===== src/design/arpt_pkg.sv =====
// package: register map, field layout and carriers for the reference/converter power block
package arpt_pkg;
   localparam int ADDR_W = 8;
   localparam int DATA_W = 8;
   localparam int RES_W = 12;
   localparam logic [ADDR_W-1:0] OFS_POWER_CTRL = 8'hB4;
   localparam logic [ADDR_W-1:0] OFS_TRIGGER = 8'hC0;
   // result and status registers are placed in the free space after the trigger
   localparam logic [ADDR_W-1:0] OFS_TEMP_LO = 8'hC4;
   localparam logic [ADDR_W-1:0] OFS_TEMP_HI = 8'hC5;
   localparam logic [ADDR_W-1:0] OFS_AIN_SEL = 8'hC6;
   localparam logic [ADDR_W-1:0] OFS_AIN_LO = 8'hC7;
   localparam logic [ADDR_W-1:0] OFS_AIN_HI = 8'hC8;
   localparam logic [ADDR_W-1:0] OFS_STATUS = 8'hC9;
   localparam logic [DATA_W-1:0] POWER_CTRL_RST = 8'h00;
   localparam logic [DATA_W-1:0] TRIGGER_RST = 8'h00;
   localparam int BIT_REF_ON = 1;
   localparam int BIT_CONV_ON = 0;
   localparam int BIT_TRIG = 0;
   localparam int BIT_ST_BUSY = 0;
   localparam int BIT_ST_DONE = 1;
   localparam logic [DATA_W-1:0] UNMAPPED_READ = 8'h00;

   typedef struct packed {
      logic [ADDR_W-1:0] addr;
      logic [DATA_W-1:0] wdata;
      logic wr;
      logic rd;
   } arpt_bus_req_s;

   typedef struct packed {
      logic done;
      logic is_temp;
      logic [4:0] channel;
      logic [RES_W-1:0] value;
   } arpt_result_s;

   typedef enum logic [1:0] {
      ARPT_IDLE,
      ARPT_START,
      ARPT_BUSY
   } arpt_state_e;
endpackage


===== src/design/arpt_top.sv =====
// register bank for reference/converter power, conversion trigger and results
`timescale 1ns/1ps
module arpt_top
   import arpt_pkg::*;
#(
   parameter int NUM_AIN = 21
)
(
   // clock and reset
   input wire logic CLOCK,
   input wire logic ARST_N,
   // register port
   input wire arpt_pkg::arpt_bus_req_s BUS_REQ,
   output logic [arpt_pkg::DATA_W-1:0] RDATA,
   // converter core
   output logic REF_POWER_ON,
   output logic CONV_POWER_ON,
   output logic INTERNAL_CONVERSION_TRIGGER,
   input wire logic CONV_STARTED,
   input wire arpt_pkg::arpt_result_s CONV_RESULT,
   output logic CONV_BUSY
);
   import arpt_pkg::*;

   // the channel field of a result is five bits wide, so more inputs cannot be addressed
   if (NUM_AIN < 1 || NUM_AIN > 32)
   begin : g_bad_num_ain
      $error("NUM_AIN must be 1 to 32");
   end

   localparam int SEL_W = (NUM_AIN > 1) ? $clog2(NUM_AIN) : 1;

   // ******************************************************
   // register storage
   // ******************************************************
   logic [DATA_W-1:0] pwr_q, pwr_d;
   logic [DATA_W-1:0] trg_q, trg_d;
   logic [RES_W-1:0] temp_q, temp_d;
   logic [RES_W-1:0] ain_q [NUM_AIN];
   logic [RES_W-1:0] ain_d [NUM_AIN];
   logic [SEL_W-1:0] sel_q, sel_d;
   logic done_q, done_d;
   logic busy_q, busy_d;
   logic [DATA_W-1:0] rdata_q, rdata_d;
   arpt_state_e state_q, state_d;

   function automatic logic hit(input logic [ADDR_W-1:0] a, input logic [ADDR_W-1:0] ofs);
      hit = (a == ofs);
   endfunction

   function automatic logic [DATA_W-1:0] lo_byte(input logic [RES_W-1:0] v);
      lo_byte = v[DATA_W-1:0];
   endfunction

   function automatic logic [DATA_W-1:0] hi_byte(input logic [RES_W-1:0] v);
      hi_byte = {{(2*DATA_W-RES_W){1'b0}}, v[RES_W-1:DATA_W]};
   endfunction

   logic wr_trig_one;
   assign wr_trig_one = BUS_REQ.wr && hit(BUS_REQ.addr, OFS_TRIGGER) && BUS_REQ.wdata[BIT_TRIG];

   // ******************************************************
   // next-state logic
   // ******************************************************
   always_comb
   begin
      pwr_d = pwr_q;
      trg_d = trg_q;
      temp_d = temp_q;
      ain_d = ain_q;
      sel_d = sel_q;
      done_d = done_q;
      state_d = state_q;
      rdata_d = UNMAPPED_READ;

      // whole byte is storage, reserved bits included
      if (BUS_REQ.wr && hit(BUS_REQ.addr, OFS_POWER_CTRL))
      begin
         pwr_d = BUS_REQ.wdata;
      end
      if (BUS_REQ.wr && hit(BUS_REQ.addr, OFS_TRIGGER))
      begin
         // reserved bits stored; a zero in bit 0 never clears a pending start
         trg_d = {BUS_REQ.wdata[DATA_W-1:1], trg_q[BIT_TRIG] | BUS_REQ.wdata[BIT_TRIG]};
      end
      if (BUS_REQ.wr && hit(BUS_REQ.addr, OFS_AIN_SEL))
      begin
         sel_d = BUS_REQ.wdata[SEL_W-1:0];
      end
      if (BUS_REQ.rd && hit(BUS_REQ.addr, OFS_STATUS))
      begin
         done_d = 1'b0;
      end

      case (state_q)
         ARPT_IDLE:
         begin
            if (trg_q[BIT_TRIG] || wr_trig_one)
            begin
               state_d = ARPT_START;
            end
         end
         ARPT_START:
         begin
            if (CONV_STARTED)
            begin
               // a fresh write of one in the same cycle wins and queues the next run
               if (!wr_trig_one)
               begin
                  trg_d[BIT_TRIG] = 1'b0;
               end
               state_d = ARPT_BUSY;
            end
         end
         ARPT_BUSY:
         begin
            if (CONV_RESULT.done && !CONV_RESULT.is_temp
                && CONV_RESULT.channel == 5'(NUM_AIN - 1))
            begin
               state_d = ARPT_IDLE;
            end
         end
         default:
         begin
            state_d = ARPT_IDLE;
         end
      endcase
      // registered so the busy output comes straight from a flop
      busy_d = (state_d == ARPT_BUSY);

      // results latch whenever the core reports one for the temperature or a channel below NUM_AIN, set wins over a status read
      if (CONV_RESULT.done)
      begin
         done_d = 1'b1;
         if (CONV_RESULT.is_temp)
         begin
            temp_d = CONV_RESULT.value;
         end
         else if (int'(CONV_RESULT.channel) < NUM_AIN)
         begin
            ain_d[CONV_RESULT.channel] = CONV_RESULT.value;
         end
      end

      if (BUS_REQ.rd)
      begin
         case (BUS_REQ.addr)
            OFS_POWER_CTRL: rdata_d = pwr_q;
            OFS_TRIGGER: rdata_d = trg_q;
            OFS_TEMP_LO: rdata_d = lo_byte(temp_q);
            OFS_TEMP_HI: rdata_d = hi_byte(temp_q);
            OFS_AIN_SEL: rdata_d = DATA_W'(sel_q);
            OFS_AIN_LO: rdata_d = (int'(sel_q) < NUM_AIN) ? lo_byte(ain_q[sel_q]) : UNMAPPED_READ;
            OFS_AIN_HI: rdata_d = (int'(sel_q) < NUM_AIN) ? hi_byte(ain_q[sel_q]) : UNMAPPED_READ;
            OFS_STATUS:
            begin
               rdata_d = UNMAPPED_READ;
               rdata_d[BIT_ST_BUSY] = (state_q != ARPT_IDLE);
               rdata_d[BIT_ST_DONE] = done_q;
            end
            default: rdata_d = UNMAPPED_READ;
         endcase
      end
   end

   // ******************************************************
   // registers
   // ******************************************************
   always_ff @(posedge CLOCK or negedge ARST_N)
   begin
      if (!ARST_N)
      begin
         pwr_q <= POWER_CTRL_RST;
         trg_q <= TRIGGER_RST;
         temp_q <= '0;
         for (int i = 0; i < NUM_AIN; i++)
         begin
            ain_q[i] <= '0;
         end
         sel_q <= '0;
         done_q <= 1'b0;
         busy_q <= 1'b0;
         rdata_q <= '0;
         state_q <= ARPT_IDLE;
      end
      else
      begin
         pwr_q <= pwr_d;
         trg_q <= trg_d;
         temp_q <= temp_d;
         ain_q <= ain_d;
         sel_q <= sel_d;
         done_q <= done_d;
         busy_q <= busy_d;
         rdata_q <= rdata_d;
         state_q <= state_d;
      end
   end

   // ******************************************************
   // outputs
   // ******************************************************
   assign RDATA = rdata_q;
   assign REF_POWER_ON = pwr_q[BIT_REF_ON];
   assign CONV_POWER_ON = pwr_q[BIT_CONV_ON];
   assign INTERNAL_CONVERSION_TRIGGER = trg_q[BIT_TRIG];
   assign CONV_BUSY = busy_q;
endmodule


===== config.mk =====
export PLATFORM = sky130hd
export DESIGN_NAME = arpt_top
export DESIGN_NICKNAME = d
export VERILOG_FILES = /design/src/design/arpt_pkg.sv /design/src/design/arpt_top.sv
export SDC_FILE = /design/constraint.sdc
export NUM_CORES = 1
export LEC_CHECK = 0
export ABC_AREA = 1
export BUFFER_PORTS_ARGS = -buffer_cell sky130_fd_sc_hd__clkbuf_2
export CORE_MARGIN = 2
export CORE_UTILIZATION = 30
export DETAILED_ROUTE_END_ITERATION = 10
export PLACE_DENSITY_LB_ADDON = 0.1
export SYNTH_ARGS = -nofsm -noshare
export SYNTH_HDL_FRONTEND = slang
export SYNTH_SLANG_ARGS = --single-unit

===== constraint.sdc =====
create_clock -name CLOCK -period 1.6 [get_ports CLOCK]
set_clock_uncertainty 0.15 [all_clocks]
set_input_delay 0.24 -clock CLOCK [delete_from_list [all_inputs] [get_ports CLOCK]]
set_output_delay 0.24 -clock CLOCK [all_outputs]
set_load 0.02 [all_outputs]

==> summary.md <==
| Metric | Value |
|---|---|
| Outcome | `finished with violations` |
| Synth async-reset ratio | `100%` |
| Remaining global-route overflow | `0` |
| CP cell instances | `buf_12, buf_12, buf_16, nor2_4, nor2_1, o21ai_1, o21ai_1, nand2_1, nand2_1, nand2_2, nand2_2, nand2_1, nand3_1, nand2_1, inv_1` |
| Initial antenna violation count | `1` |
| Routed vias/inst | `4.77` |
| Synth area leaders | `dfrtp_1 (54%), nand2_1 (18%), o21ai_0 (12%), nor2_1 (3.3%), inv_1 (3.0%)` |
| Comb pwr share | `13.6%` |
| Max Slew Vio Count | `0` |
| Core Rows | `78` |
| Fin. Hold Viols | `0` |
| Hold WS | `19.8 ps` |
| Final GP Congestion | `0.838` |
| Yosys Warn Count | `0` |
| Worst-Margin Slew | `561 ps` |
| Max Freq | `480 MHz` |
| Max_slew headroom | `62.6%` |
| Layout fillers | `4719` |
| Worst Slack Setup Final | `-483 ps` |
| DRC | `0` |
| Gate count of the mapped netlist | `1801` |
| Psw | `5380 µW` |
| DIE WIDTH | `219 µm` |
| DR vias | `12300` |
| Crit. End Element | `flip-flop` |
| CTS tree | `built` |
| P&R area growth vs syn | `28.9%` |
| Core area | `0.0454 mm²` |
| Cell Int Power | `13900 µW` |
| Most used DFF post-synth | `dfrtp_1` |
| Required time at the worst-slack endpoint | `1910 ps` |
| Met2 routed WL | `21300 µm` |
| Setup violations, final | `8` |
| Ant diodes | `0` |
| Pin count of the biggest net entering global routing | `90` |
| CTS H-tree lvls | `2` |
| Metal-1 WL | `23800 µm` |
| Post-DP HPWL | `31300 µm` |
| Failing checks | `negative setup slack` |
| Arrival @ worst endpoint | `2390 ps` |
| Tot GR Track Use | `21.0%` |
| Ports | `52` |
| RSZ-0062 raised after global routing | `yes` |
| Final WL | `48300 µm` |
| CP peak stage delay | `530 ps` |
| Synth top cells by count | `nand2_1 (661), o21ai_0 (323), dfrtp_1 (297), nor2_1 (121), inv_1 (109)` |
| Power per Cell Area | `1080 mW/mm²` |
| Register share of total power | `45.1%` |
| Worst skew pair latency | `570 ps` |
| Num CTS Buffers | `37` |
| Net Sw Frac | `27.9%` |
| DR iter-0 viols | `885` |
| Final Util | `39.2%` |
| Leak | `0.00871 µW` |
| Class of the most critical setup path | `reg -> reg` |
| Root buf cell | `clkbuf_16` |
| Worst-path maximum fanout | `9` |
| TNS Setup | `-3320 ps` |
| Port Buffer Count | `51` |
| Fin nets | `1992` |
| Cell with the most instances after synthesis | `nand2_1` |
| Avg WL per Cell | `18.8 µm` |
| Placed cell area | `0.0160 mm²` |
| Max-cap violations | `0` |
| Final Cycle Share | `130%` |
| FF+latch count, synth | `297` |
| Dominant cell type by area after synthesis | `dfrtp_1` |
| Startpoint Class | `flip-flop` |
| Clock Sinks | `297` |
| Critical path's slowest cell | `dfrtp_4` |
| Cell area after layout | `0.0178 mm²` |
| Place WS | `-674 ps` |
| Min Tclk post-route | `2080 ps` |
| Multi-input logic area | `0.00565 mm²` |
| First-pass GRT wire length | `75500 µm` |
| EDFF count, synth | `0` |
| Synthesized cell area | `0.0138 mm²` |
| Sequential fraction of the synthesis area | `53.8%` |
| Register area | `0.00744 mm²` |
| Die height | `219 µm` |
| Vias in the first global route | `12000` |
| DIE AREA | `0.0477 mm²` |
| Crit-path most repeated cell | `nand2_1` |
| Mapped Avg Cell Area | `7.66 µm²` |
| Top Metal Used | `met4` |
| Synth cell types | `27` |
| Detailed Routing Iterations Pass 1 | `5` |
| Clock Path Buffers | `3` |
| Clock power share | `41.3%` |
| Antenna-violating nets left | `0` |
| Clock transition at the registers of the reported paths | `60 ps` |
| Initial core utilization | `30.4%` |
| Maximum vdd drop | `0.650 mV` |
| Routed met3 length | `2040 µm` |
| Top-area cell type share of the netlist area | `53.8%` |
| Synth Net Count | `1841` |
| Share of layout cells above drive strength 1 | `17.1%` |
| Hold Crit Class | `in -> reg` |
## placed cells by master (no fill, tap or decap), types with 3 or more instances in the layout
cell / Yosys / final
nand2_1: 661 / 637
o21ai_0: 323 / 299
dfrtp_1: 297 / 295
nor2_1: 121 / 106
inv_1: 109 / 106
buf_4: 2 / 103
nand3_1: 74 / 65
o21ai_1: 27 / 48
clkbuf_2: 0 / 48
buf_12: 0 / 46
clkbuf_16: 0 / 38
nand2_2: 2 / 25
nand4_1: 21 / 21
dlygate4sd3_1: 0 / 17
nor2_2: 3 / 13
a21oi_1: 15 / 13
nand3_2: 0 / 9
clkbuf_1: 88 / 9
buf_6: 0 / 9
clkbuf_8: 0 / 8
nor3_1: 7 / 7
o22ai_1: 7 / 7
nor2_4: 0 / 5
clkinv_2: 1 / 5
inv_2: 3 / 3
o211ai_1: 3 / 3
o21ai_2: 0 / 3
inv_6: 0 / 3
buf_16: 0 / 3
## cells by family (layout without fill, tap and decap cells)
kind of cell    after synthesis  count (layout)  share of synthesized area, %
compound gates              378             378                          13.9
simple gates                893             893                          25.6
flops                       297             297                          53.8
buf+inv                     233             407                          6.63
## final timing paths
kind	from	end	slack, ps	cells after the start
worst max register to register	sel_q[0]	RDATA[3]	-480	15
worst min register to register	ain_q[31]	ain_q[31]	330	2
worst min-delay path	CONV_RESULT[5]	ain_q[89]	20	4
min in group asynchronous	ARST_N	ain_q[212]	170	3
worst max-delay path	sel_q[0]	RDATA[3]	-480	15
max in group asynchronous	ARST_N	ain_q[230]	600	3
## area by class of cell
cell class                 instances  area share, %
tap                              600           4.22
clock inverter                     9          0.401
multi-input combinational       1271           31.7
inverter                         114           2.50
clock buffer                      53           5.93
timing repair buffer             231           13.4
sequential                       297           41.8
## what timing repair did
action	4_1_cts	5_1_grt
hold buffers	17	0
endpoints found under the hold margin	336	0
setup buffers	13	4
pin swaps	12	4
cloned	3	1
gates resized for setup	58	41
setup endpoints to repair	10	9
## power by group through the flow
| stage | clock network, µW | logic, µW | registers [µW] |
|---|---|---|---|
| after floorplan | 0 | 1340 | 8700 |
| after global routing | 8480 | 2980 | 8800 |
| final | 7960 | 2620 | 8700 |
| after global placement | 0 | 2420 | 8810 |
| after CTS | 8190 | 2600 | 8690 |
| after detailed placement | 0 | 2440 | 8810 |
## metrics by stage
stage | std cells | total power [µW]
detailed placement | 2475 | 11300
CTS | 2570 | 19500
global placement | 2475 | 11200
floorplan | 1801 | 10000
global route | 2575 | 20300
finish | 2575 | 19300
## registers in the layout, summed over array words and instances (netlist names)
signal	cells
ain_q	252
trg_q	8
RDATA	8
CONV_BUSY	1
pwr_q	8
state_q	2
done_q	1
sel_q	5
temp_q	12
## critical path: cells and delay by family (launching register included)
family | cells | cell delay [ps]
buf+inv | 4 | 490
compound gates | 2 | 150
flops | 1 | 530
simple gates | 9 | 650
## per-layer routing
layer  GRT usage (%)  vias up
li1                -     6076
met1            30.8     5879
met2            31.7      258
met3            2.92       59
met4            6.78        0
met5               0        -
No activity file was read; power rests on OpenSTA's default activity.
